===== src/spm_pkg.sv =====
// Shared types and constants for the stack pull and repeat-MAC executor
package spm_pkg;

  // Opcodes accepted in the control register
  localparam logic [15:0] OP_PULL_MULTIPLE = 16'h0035;
  localparam logic [15:0] OP_PULL_MAC_STATE = 16'h27B9;
  localparam logic [15:0] OP_REPEAT_MAC = 16'h00FB;

  // Register byte offsets on the APB
  localparam logic [11:0] OFF_CTRL = 12'h000;
  localparam logic [11:0] OFF_STATUS = 12'h004;
  localparam logic [11:0] OFF_ACC_D = 12'h008;
  localparam logic [11:0] OFF_ACC_E = 12'h00C;
  localparam logic [11:0] OFF_INDEX_X = 12'h010;
  localparam logic [11:0] OFF_INDEX_Y = 12'h014;
  localparam logic [11:0] OFF_INDEX_Z = 12'h018;
  localparam logic [11:0] OFF_BANK_EXT = 12'h01C;
  localparam logic [11:0] OFF_COND_CODE = 12'h020;
  localparam logic [11:0] OFF_STACK = 12'h024;
  localparam logic [11:0] OFF_MAC_HI = 12'h028;
  localparam logic [11:0] OFF_ACCUM_LO = 12'h02C;
  localparam logic [11:0] OFF_ACCUM_HI = 12'h030;

  // Control register fields
  localparam int CTRL_OP_LSB = 0;
  localparam int CTRL_OPND_LSB = 16;

  // Status register fields
  localparam int STAT_BUSY = 0;
  localparam int STAT_ILLEGAL = 1;
  localparam int STAT_CYC_LSB = 16;

  // Pull mask layout: bit 7 is reserved and never acted on
  localparam logic [7:0] PULL_MASK_USED = 8'h7F;
  localparam int MASK_COND = 0;
  localparam int MASK_BANK = 1;
  localparam int MASK_INDEX_Z = 2;
  localparam int MASK_INDEX_Y = 3;
  localparam int MASK_INDEX_X = 4;
  localparam int MASK_E = 5;
  localparam int MASK_D = 6;

  // MAC state words on the stack, pulled in index order
  localparam logic [7:0] MAC_WORDS = 8'h1F;
  localparam int MW_H = 0;
  localparam int MW_I = 1;
  localparam int MW_ACC_TOP = 2;
  localparam int MW_ACC_MID = 3;
  localparam int MW_ACC_LOW = 4;

  // Timing counts in clock cycles, and the stack address step per pulled word
  localparam logic [3:0] PREP_CYCLES = 4'h4;
  localparam logic [3:0] TAIL_CYCLES = 4'h2;
  localparam logic [3:0] PASS_WAIT = 4'h8;
  localparam logic [15:0] STACK_STEP = 16'h0002;

  // Width of the accumulator
  localparam int ACC_W = 36;

  // Reset values
  localparam logic [15:0] RST_WORD = 16'h0000;
  localparam logic [ACC_W-1:0] RST_ACC = 36'h0_0000_0000;

  // APB request from the master
  typedef struct packed {
    logic psel;
    logic penable;
    logic pwrite;
    logic [11:0] paddr;
    logic [31:0] pwdata;
  } spm_apb_req_s;

  // APB answer to the master
  typedef struct packed {
    logic pready;
    logic pslverr;
    logic [31:0] prdata;
  } spm_apb_rsp_s;

  // Stack memory read port
  typedef struct packed {
    logic rd;
    logic [19:0] addr;
  } spm_mem_req_s;

  // Programmer-visible core registers
  typedef struct packed {
    logic [15:0] acc_d;
    logic [15:0] acc_e;
    logic [15:0] index_x;
    logic [15:0] index_y;
    logic [15:0] index_z;
    logic [15:0] bank_ext;
    logic [15:0] condition_code_reg;
    logic [3:0] stack_extension;
    logic [15:0] stack_pointer;
    logic [15:0] mac_mult_h;
    logic [15:0] mac_mult_i;
    logic [ACC_W-1:0] mac_accum;
  } spm_core_regs_s;

  // Sequencer states
  typedef enum logic [3:0] {
    ST_IDLE,
    ST_PREP,
    ST_ADVANCE,
    ST_LOAD,
    ST_TAIL,
    ST_RM_MAC,
    ST_RM_FETCH_H,
    ST_RM_FETCH_I,
    ST_RM_DEC,
    ST_RM_WAIT
  } spm_state_e;

  // Which instruction is running
  typedef enum logic [1:0] {
    MD_PULL_MULTIPLE,
    MD_PULL_MAC,
    MD_REPEAT_MAC
  } spm_mode_e;

endpackage


===== src/spm_mac_unit.sv =====
// Signed 16-bit fractional multiply added to the accumulator
`timescale 1ns/1ns
module spm_mac_unit #(
  parameter int ACC_W = 36
) (
  // Operands
  input wire logic [15:0] mult_h,
  input wire logic [15:0] mult_i,
  // Accumulator in and out
  input wire logic [ACC_W-1:0] accum_in,
  output logic [ACC_W-1:0] accum_out
);

  // Need room for the doubled 32-bit product plus sign
  if (ACC_W < 33) begin : g_acc_w_check
    $error("spm_mac_unit: ACC_W must be at least 33");
  end

  logic signed [31:0] prod; // Raw signed product
  logic [ACC_W-1:0] frac; // Product aligned as a fraction

  // Fraction alignment: one left shift drops the duplicate sign bit
  always_comb begin
    prod = $signed(mult_h) * $signed(mult_i);
    frac = ACC_W'({{(ACC_W-32){prod[31]}}, prod} << 1);
    accum_out = accum_in + frac;
  end

endmodule


===== src/spm_exec.sv =====
// Executor for multiple pull, MAC state pull and repeating MAC
//
// Overview of operation
// [RULE1] Opcode 35 pulls registers chosen by mask
// [RULE2] Per set bit: stack plus two, load
// [RULE3] Multiple pull lasts 4+2(N+1) cycles
// [RULE4] Opcode 27B9 restores MAC state, 16 cycles
// [RULE5] Opcode FB repeats MAC until E negative
// [RULE6] Reserved mask bit 7 does nothing
//
// The APB register port and the register offsets were decided locally.
`timescale 1ns/1ns
module spm_exec (
  // Clock and reset
  input wire logic clk,
  input wire logic rstn,
  // APB slave
  input wire spm_pkg::spm_apb_req_s apb_req,
  output spm_pkg::spm_apb_rsp_s apb_rsp,
  // Stack memory read port, data valid in the read cycle
  output spm_pkg::spm_mem_req_s mem_req,
  input wire logic [15:0] mem_rdata,
  // Status
  output logic busy
);

  // Complete module state
  typedef struct packed {
    spm_pkg::spm_state_e fsm;
    spm_pkg::spm_mode_e mode;
    logic [3:0] cnt;
    logic [7:0] pend;
    logic [7:0] opnd;
    logic [15:0] cyc;
    logic [15:0] last_cyc;
    logic illegal;
    logic [19:0] mem_addr;
    logic [31:0] prdata;
    logic pslverr;
    spm_pkg::spm_core_regs_s r;
  } spm_state_s;

  spm_state_s s_q; // Registered state
  spm_state_s s_d; // Next state
  logic [spm_pkg::ACC_W-1:0] acc_sum; // Accumulator after one product

  // Accumulate with the current multiplier operands
  spm_mac_unit #(
    .ACC_W(spm_pkg::ACC_W)
  ) u_mac (
    .mult_h(s_q.r.mac_mult_h),
    .mult_i(s_q.r.mac_mult_i),
    .accum_in(s_q.r.mac_accum),
    .accum_out(acc_sum)
  );

  // Lowest pending bit, scanned high to low so the lowest wins
  function automatic logic [2:0] first_bit(input logic [7:0] m);
    logic [2:0] idx;
    idx = 3'h0;
    for (int k = 7; k >= 0; k--) begin
      if (m[k]) begin
        idx = 3'(k);
      end
    end
    return idx;
  endfunction

  // Sign extension of a 4-bit index step
  function automatic logic [15:0] step4(input logic [3:0] v);
    return {{12{v[3]}}, v};
  endfunction

  // Outputs
  assign busy = (s_q.fsm != spm_pkg::ST_IDLE);
  assign apb_rsp.pready = 1'b1;
  assign apb_rsp.pslverr = s_q.pslverr;
  assign apb_rsp.prdata = s_q.prdata;
  assign mem_req.addr = s_q.mem_addr;
  assign mem_req.rd = (s_q.fsm == spm_pkg::ST_LOAD) ||
                      (s_q.fsm == spm_pkg::ST_RM_FETCH_H) ||
                      (s_q.fsm == spm_pkg::ST_RM_FETCH_I);

  // Next-state logic: bus slave and instruction sequencer
  always_comb begin
    logic setup;
    logic access;
    logic [2:0] sel;
    logic [7:0] rest;
    logic [19:0] stk;
    setup = apb_req.psel && !apb_req.penable;
    access = apb_req.psel && apb_req.penable;
    sel = first_bit(s_q.pend);
    rest = s_q.pend & ~(8'h01 << sel);
    stk = {s_q.r.stack_extension, s_q.r.stack_pointer};
    s_d = s_q;

    // Read data captured in the setup cycle, shown in the access cycle
    if (setup) begin
      s_d.pslverr = 1'b0;
      s_d.prdata = 32'h0000_0000;
      case (apb_req.paddr)
        spm_pkg::OFF_CTRL: begin
          s_d.prdata = {s_q.opnd, 8'h00, 16'h0000};
        end
        spm_pkg::OFF_STATUS: begin
          s_d.prdata[spm_pkg::STAT_BUSY] = busy;
          s_d.prdata[spm_pkg::STAT_ILLEGAL] = s_q.illegal;
          s_d.prdata[spm_pkg::STAT_CYC_LSB +: 16] = s_q.last_cyc;
        end
        spm_pkg::OFF_ACC_D: s_d.prdata[15:0] = s_q.r.acc_d;
        spm_pkg::OFF_ACC_E: s_d.prdata[15:0] = s_q.r.acc_e;
        spm_pkg::OFF_INDEX_X: s_d.prdata[15:0] = s_q.r.index_x;
        spm_pkg::OFF_INDEX_Y: s_d.prdata[15:0] = s_q.r.index_y;
        spm_pkg::OFF_INDEX_Z: s_d.prdata[15:0] = s_q.r.index_z;
        spm_pkg::OFF_BANK_EXT: s_d.prdata[15:0] = s_q.r.bank_ext;
        spm_pkg::OFF_COND_CODE: s_d.prdata[15:0] = s_q.r.condition_code_reg;
        spm_pkg::OFF_STACK: s_d.prdata[19:0] = stk;
        spm_pkg::OFF_MAC_HI: begin
          s_d.prdata = {s_q.r.mac_mult_h, s_q.r.mac_mult_i};
        end
        spm_pkg::OFF_ACCUM_LO: s_d.prdata = s_q.r.mac_accum[31:0];
        spm_pkg::OFF_ACCUM_HI: begin
          s_d.prdata[3:0] = s_q.r.mac_accum[spm_pkg::ACC_W-1:32];
        end
        // Unmapped: reads zero and flags an error
        default: s_d.pslverr = 1'b1;
      endcase
    end

    // Writes land at the access edge; bus writes are ignored while busy
    if (access && apb_req.pwrite && !busy) begin
      case (apb_req.paddr)
        spm_pkg::OFF_CTRL: begin
          s_d.opnd = apb_req.pwdata[spm_pkg::CTRL_OPND_LSB +: 8];
          s_d.cyc = 16'h0000;
          s_d.cnt = spm_pkg::PREP_CYCLES - 4'h1;
          s_d.illegal = 1'b0;
          s_d.fsm = spm_pkg::ST_PREP;
          case (apb_req.pwdata[spm_pkg::CTRL_OP_LSB +: 16])
            spm_pkg::OP_PULL_MULTIPLE: begin
              s_d.mode = spm_pkg::MD_PULL_MULTIPLE; // [RULE1]
              // Bit 7 masked off: no load, no step, no cycles
              s_d.pend = apb_req.pwdata[spm_pkg::CTRL_OPND_LSB +: 8] &
                         spm_pkg::PULL_MASK_USED; // [RULE6]
            end
            spm_pkg::OP_PULL_MAC_STATE: begin
              s_d.mode = spm_pkg::MD_PULL_MAC;
              s_d.pend = spm_pkg::MAC_WORDS; // [RULE4]
            end
            spm_pkg::OP_REPEAT_MAC: begin
              s_d.mode = spm_pkg::MD_REPEAT_MAC;
              s_d.pend = 8'h00;
            end
            // Unknown opcode: nothing runs
            default: begin
              s_d.illegal = 1'b1;
              s_d.fsm = spm_pkg::ST_IDLE;
            end
          endcase
        end
        spm_pkg::OFF_ACC_D: s_d.r.acc_d = apb_req.pwdata[15:0];
        spm_pkg::OFF_ACC_E: s_d.r.acc_e = apb_req.pwdata[15:0];
        spm_pkg::OFF_INDEX_X: s_d.r.index_x = apb_req.pwdata[15:0];
        spm_pkg::OFF_INDEX_Y: s_d.r.index_y = apb_req.pwdata[15:0];
        spm_pkg::OFF_INDEX_Z: s_d.r.index_z = apb_req.pwdata[15:0];
        spm_pkg::OFF_BANK_EXT: s_d.r.bank_ext = apb_req.pwdata[15:0];
        spm_pkg::OFF_COND_CODE: begin
          s_d.r.condition_code_reg = apb_req.pwdata[15:0];
        end
        spm_pkg::OFF_STACK: begin
          s_d.r.stack_extension = apb_req.pwdata[19:16];
          s_d.r.stack_pointer = apb_req.pwdata[15:0];
        end
        spm_pkg::OFF_MAC_HI: begin
          s_d.r.mac_mult_h = apb_req.pwdata[31:16];
          s_d.r.mac_mult_i = apb_req.pwdata[15:0];
        end
        spm_pkg::OFF_ACCUM_LO: s_d.r.mac_accum[31:0] = apb_req.pwdata;
        spm_pkg::OFF_ACCUM_HI: begin
          s_d.r.mac_accum[spm_pkg::ACC_W-1:32] = apb_req.pwdata[3:0];
        end
        // Read-only or unmapped: no effect
        default: ;
      endcase
    end

    // Cycle count of the running instruction
    if (busy) begin
      s_d.cyc = s_q.cyc + 16'h0001;
    end

    // Instruction sequencer
    case (s_q.fsm)
      // Idle: waiting for a control write
      spm_pkg::ST_IDLE: ;
      // Fixed opening cycles, then work or the closing cycles
      spm_pkg::ST_PREP: begin
        s_d.cnt = s_q.cnt - 4'h1;
        if (s_q.cnt == 4'h0) begin
          if (s_q.mode == spm_pkg::MD_REPEAT_MAC) begin
            // Check before each pass: negative E ends the loop
            if (s_q.r.acc_e[15]) begin
              s_d.fsm = spm_pkg::ST_TAIL;
              s_d.cnt = spm_pkg::TAIL_CYCLES - 4'h1;
            end else begin
              s_d.fsm = spm_pkg::ST_RM_MAC; // [RULE5]
            end
          end else if (s_q.pend != 8'h00) begin
            s_d.fsm = spm_pkg::ST_ADVANCE;
          end else begin
            s_d.fsm = spm_pkg::ST_TAIL; // [RULE3]
            s_d.cnt = spm_pkg::TAIL_CYCLES - 4'h1;
          end
        end
      end
      // Step the stack up by one word and aim the read there
      spm_pkg::ST_ADVANCE: begin
        {s_d.r.stack_extension, s_d.r.stack_pointer} =
          stk + 20'(spm_pkg::STACK_STEP); // [RULE2]
        s_d.mem_addr = stk + 20'(spm_pkg::STACK_STEP);
        s_d.fsm = spm_pkg::ST_LOAD;
      end
      // Load the selected register from the stack word
      spm_pkg::ST_LOAD: begin
        s_d.pend = rest;
        if (s_q.mode == spm_pkg::MD_PULL_MULTIPLE) begin
          case (int'(sel)) // [RULE1] [RULE2]
            spm_pkg::MASK_COND: begin
              // Only the upper condition bits are restored
              s_d.r.condition_code_reg[15:4] = mem_rdata[15:4];
            end
            spm_pkg::MASK_BANK: s_d.r.bank_ext = mem_rdata;
            spm_pkg::MASK_INDEX_Z: s_d.r.index_z = mem_rdata;
            spm_pkg::MASK_INDEX_Y: s_d.r.index_y = mem_rdata;
            spm_pkg::MASK_INDEX_X: s_d.r.index_x = mem_rdata;
            spm_pkg::MASK_E: s_d.r.acc_e = mem_rdata;
            spm_pkg::MASK_D: s_d.r.acc_d = mem_rdata;
            default: ;
          endcase
        end else begin
          case (int'(sel)) // [RULE4]
            spm_pkg::MW_H: s_d.r.mac_mult_h = mem_rdata;
            spm_pkg::MW_I: s_d.r.mac_mult_i = mem_rdata;
            spm_pkg::MW_ACC_TOP: begin
              s_d.r.mac_accum[spm_pkg::ACC_W-1:32] = mem_rdata[3:0];
            end
            spm_pkg::MW_ACC_MID: s_d.r.mac_accum[31:16] = mem_rdata;
            spm_pkg::MW_ACC_LOW: s_d.r.mac_accum[15:0] = mem_rdata;
            default: ;
          endcase
        end
        if (rest != 8'h00) begin
          s_d.fsm = spm_pkg::ST_ADVANCE;
        end else begin
          s_d.fsm = spm_pkg::ST_TAIL; // [RULE3]
          s_d.cnt = spm_pkg::TAIL_CYCLES - 4'h1;
        end
      end
      // Closing cycles; record the total at the last one
      spm_pkg::ST_TAIL: begin
        s_d.cnt = s_q.cnt - 4'h1;
        if (s_q.cnt == 4'h0) begin
          s_d.fsm = spm_pkg::ST_IDLE;
          s_d.last_cyc = s_q.cyc + 16'h0001;
        end
      end
      // Pass step 1: accumulate the current product
      spm_pkg::ST_RM_MAC: begin
        s_d.r.mac_accum = acc_sum; // [RULE5]
        s_d.mem_addr = {s_q.r.bank_ext[11:8], s_q.r.index_x};
        s_d.fsm = spm_pkg::ST_RM_FETCH_H;
      end
      // Pass step 2: new H from the X operand, advance X
      spm_pkg::ST_RM_FETCH_H: begin
        s_d.r.mac_mult_h = mem_rdata;
        s_d.r.index_x = s_q.r.index_x + step4(s_q.opnd[7:4]);
        s_d.mem_addr = {s_q.r.bank_ext[7:4], s_q.r.index_y};
        s_d.fsm = spm_pkg::ST_RM_FETCH_I;
      end
      // Pass step 3: new I from the Y operand, advance Y
      spm_pkg::ST_RM_FETCH_I: begin
        s_d.r.mac_mult_i = mem_rdata;
        s_d.r.index_y = s_q.r.index_y + step4(s_q.opnd[3:0]);
        s_d.fsm = spm_pkg::ST_RM_DEC;
      end
      // Pass step 4: count the pass off
      spm_pkg::ST_RM_DEC: begin
        s_d.r.acc_e = s_q.r.acc_e - 16'h0001; // [RULE5]
        s_d.cnt = spm_pkg::PASS_WAIT - 4'h1;
        s_d.fsm = spm_pkg::ST_RM_WAIT;
      end
      // Pad the pass to twelve cycles, then test E again
      spm_pkg::ST_RM_WAIT: begin
        s_d.cnt = s_q.cnt - 4'h1;
        if (s_q.cnt == 4'h0) begin
          if (s_q.r.acc_e[15]) begin
            s_d.fsm = spm_pkg::ST_TAIL; // [RULE5]
            s_d.cnt = spm_pkg::TAIL_CYCLES - 4'h1;
          end else begin
            s_d.fsm = spm_pkg::ST_RM_MAC;
          end
        end
      end
      // Unreachable codes return to idle
      default: s_d.fsm = spm_pkg::ST_IDLE;
    endcase
  end

  // State register
  always_ff @(posedge clk or negedge rstn) begin
    if (!rstn) begin
      s_q <= '0;
    end else begin
      s_q <= s_d;
    end
  end

endmodule


===== config.mk =====
export PLATFORM = sky130hd
export DESIGN_NAME = spm_exec
export DESIGN_NICKNAME = d
export VERILOG_FILES = /design/src/spm_pkg.sv /design/src/spm_mac_unit.sv /design/src/spm_exec.sv
export SDC_FILE = /design/constraint.sdc
export NUM_CORES = 2
export LEC_CHECK = 0
export ABC_AREA = 1
export CAP_MARGIN = 20
export CORE_MARGIN = 10
export CORE_UTILIZATION = 53
export DETAILED_ROUTE_END_ITERATION = 8
export DONT_BUFFER_PORTS = 1
export GPL_TIMING_DRIVEN = 1
export PLACE_DENSITY = 0.74
export SLEW_MARGIN = 20
export SYNTH_ARGS = -nofsm -noshare
export SYNTH_HDL_FRONTEND = slang
export SYNTH_HIERARCHICAL = 1
export SYNTH_SLANG_ARGS = --single-unit

===== constraint.sdc =====
create_clock -name clk -period 6.4 [get_ports clk]
set_input_delay 0.32 -clock clk [delete_from_list [all_inputs] [get_ports clk]]
set_output_delay 0.32 -clock clk [all_outputs]
set_load 0.03 [all_outputs]

==> flow_summary.ini <==
[timing]
slew_viol_final = 0
skew_ps = 24.1
fin_crit_sh_pct = 112
grt_setup_unrepaired = true
timing.fmax_mhz = 140
postLayoutSetupSlackWorst_ps = -750
min_period_ps = 7150
maxSlewHeadroom_pct = 10.5
final_hold_viol_count = 312
finalSetupViolations = 25
worstMarginPinSlew_ps = 1340
holdWs_ps = -573

[setup_path]
worstPathArrival_ps = 7590
slowest_delay_ps = 550
worst-path-buf-inv = 11
crit_path_frequent_cell = inv_2
crit_family = adder cells
worstSetupPathType = reg -> reg
endpoint_kind = register
slowest_stage = fa_2
worstPathRequired_ps = 6840
crit_path_max_fanout = 5
start_kind = register

[clocking]
clkTransAtPathRegs_ps = 70
htree_levels = 2
cts_tree = built
cts.sinks = 312
cts_hold_buf = 51
ctsLongestPathBuffers = 3
worstSkewPairLatency_ps = 590
cts_root_buf = clkbuf_16
numCtsBuffers = 38

[final_layout]
finalNonFillerCells = 5587
layout-drive-gt1-share_pct = 19.3
multiInputGateArea_um2 = 23000
layout_commonest_cell = nand2_1
fill_cells = 5153
final_core_utilization_pct = 64.7
layout_common_cells = nand2_1 (1074), inv_1 (774), o21ai_0 (355), dfrtp_1 (302), buf_4 (281)
final_nets = 5231
area_growth_syn_to_layout_pct = 21.3
final-seq-area_um2 = 7820

[placed_design]
dp.cells = 5376
dp_hpwl_mm = 94.9
io_buffers = 0
routabilityCongestion = 1.04
post-place-ws_ps = -904

[global_routing]
grt_pass1_vias = 32489
grt_use_total_pct = 35.9
grt_max_degree = 313
grt_pass1_wl_mm = 196
grt-ovfl-total = 0
antenna_found_initial = 18

[synth]
yosys_warnings = 6
ys_ff_latch = 312
syn-cell-area_um2 = 32800
ys_seq_area_share_pct = 23.8
synth_edf_count = 0
syn_inst = 4546
async_reset_ff_share_pct = 100
yosys_most_used_dff = dfrtp_1
synth_nets = 5029
yosys.cell_types.count = 65
syn_area_per_cell_um2 = 7.21

[die]
core-area_um2 = 61500
rows = 91
dieArea_um2 = 72200
die_w_um = 269
initial_utilization_pct = 53.3
die_h_um = 269
io_pins = 121

[hold_path]
hp-class = in -> async

[route]
post_drt_wl_per_cell_um = 24.0
vias_per_cell = 6.06
dr_total_vias = 33851
drt-total-wl_mm = 134
drtPass1Iterations = 9
drc_errors = 10
drt-initial-drc-count = 4766
drtAntennaViolNets = 0

[status]
status = finished with violations
violations = design-rule violations, negative hold slack, negative setup slack

[run]
drv_cap = 0
-- final timing paths --
check	startpoint	endpoint	slack [ps]	cells after the start
min in group clk	apb_req[24]	s_q[60]	0	3
worst min-delay path	rstn	s_q[165]	-570	0
worst min register to register	s_q[264]	s_q[264]	490	2
worst max-delay path	s_q[61]	s_q[31]	-750	35
worst max register to register	s_q[61]	s_q[31]	-750	35
max in group asynchronous	rstn	s_q[176]	6120	0
-- cells by family after synthesis --
family / count (synthesis) / share of synthesized area (%)
AND/OR/NAND/NOR: 1814 / 23.7
buffers and inverters: 1068 / 13.1
AO/OA/AOI/OAI: 854 / 15.2
adder cells (fa/ha/maj): 418 / 22.0
flip-flops: 312 / 23.8
XOR/XNOR: 75 / 2.00
multiplexers: 4 / 0.122
other: 1 / 0.0114
-- flip-flops by register name, summed over array words and instances, names as in the netlist --
name     count
apb_rsp     33
mem_req     20
s_q        259
-- layer usage --
layer	up-vias	track usage (%)	share of wire, %
met5	-	0	0.023
met4	4	27.5	9.2
met3	637	8.06	11
met2	2325	55.3	44
met1	16062	43.5	36
li1	14823	-	-
-- per-stage QoR --
stage               setup TNS (ps)  area [um2]
floorplan                    -68.5       33100
global placement            -13400       35100
detailed placement          -14510       35100
CTS                          -6280       38600
global route                -16890       39700
finish                      -13050       39800
-- cells in the mapped netlist (all sizes together) (57+ instances only) --
library cell	n	area share, %
a21oi	153	2.5
nor2	269	3.6
nand2	1177	14
clkbuf	124	1.4
buf	103	2.0
dfrtp	312	24
ha	153	5.8
o21ai	426	6.6
xor2	57	1.5
nand3	247	4.0
fa	265	16
inv	840	9.6
o22ai	90	1.7
-- area by class of cell --
cell class                 instances  area share [%]
clock inverter                    15           0.497
inverter                         841            7.98
clock buffer                      52            2.78
tap                              790            2.49
antenna                           22           0.138
timing repair buffer             389            8.73
multi-input combinational       3166            57.7
sequential                       312            19.7
-- repair_timing --
item | in CTS | in global routing
cloned | 0 | 1
pin swaps | 126 | 137
hold endpoints to repair | 421 | 312
gates resized for setup | 334 | 198
endpoints found under the setup margin | 25 | 26
setup buffers | 45 | 24
Power is left out: the tool's default activity adds up to more than one toggle a clock period on the data nets, which glitch-free logic cannot reach.
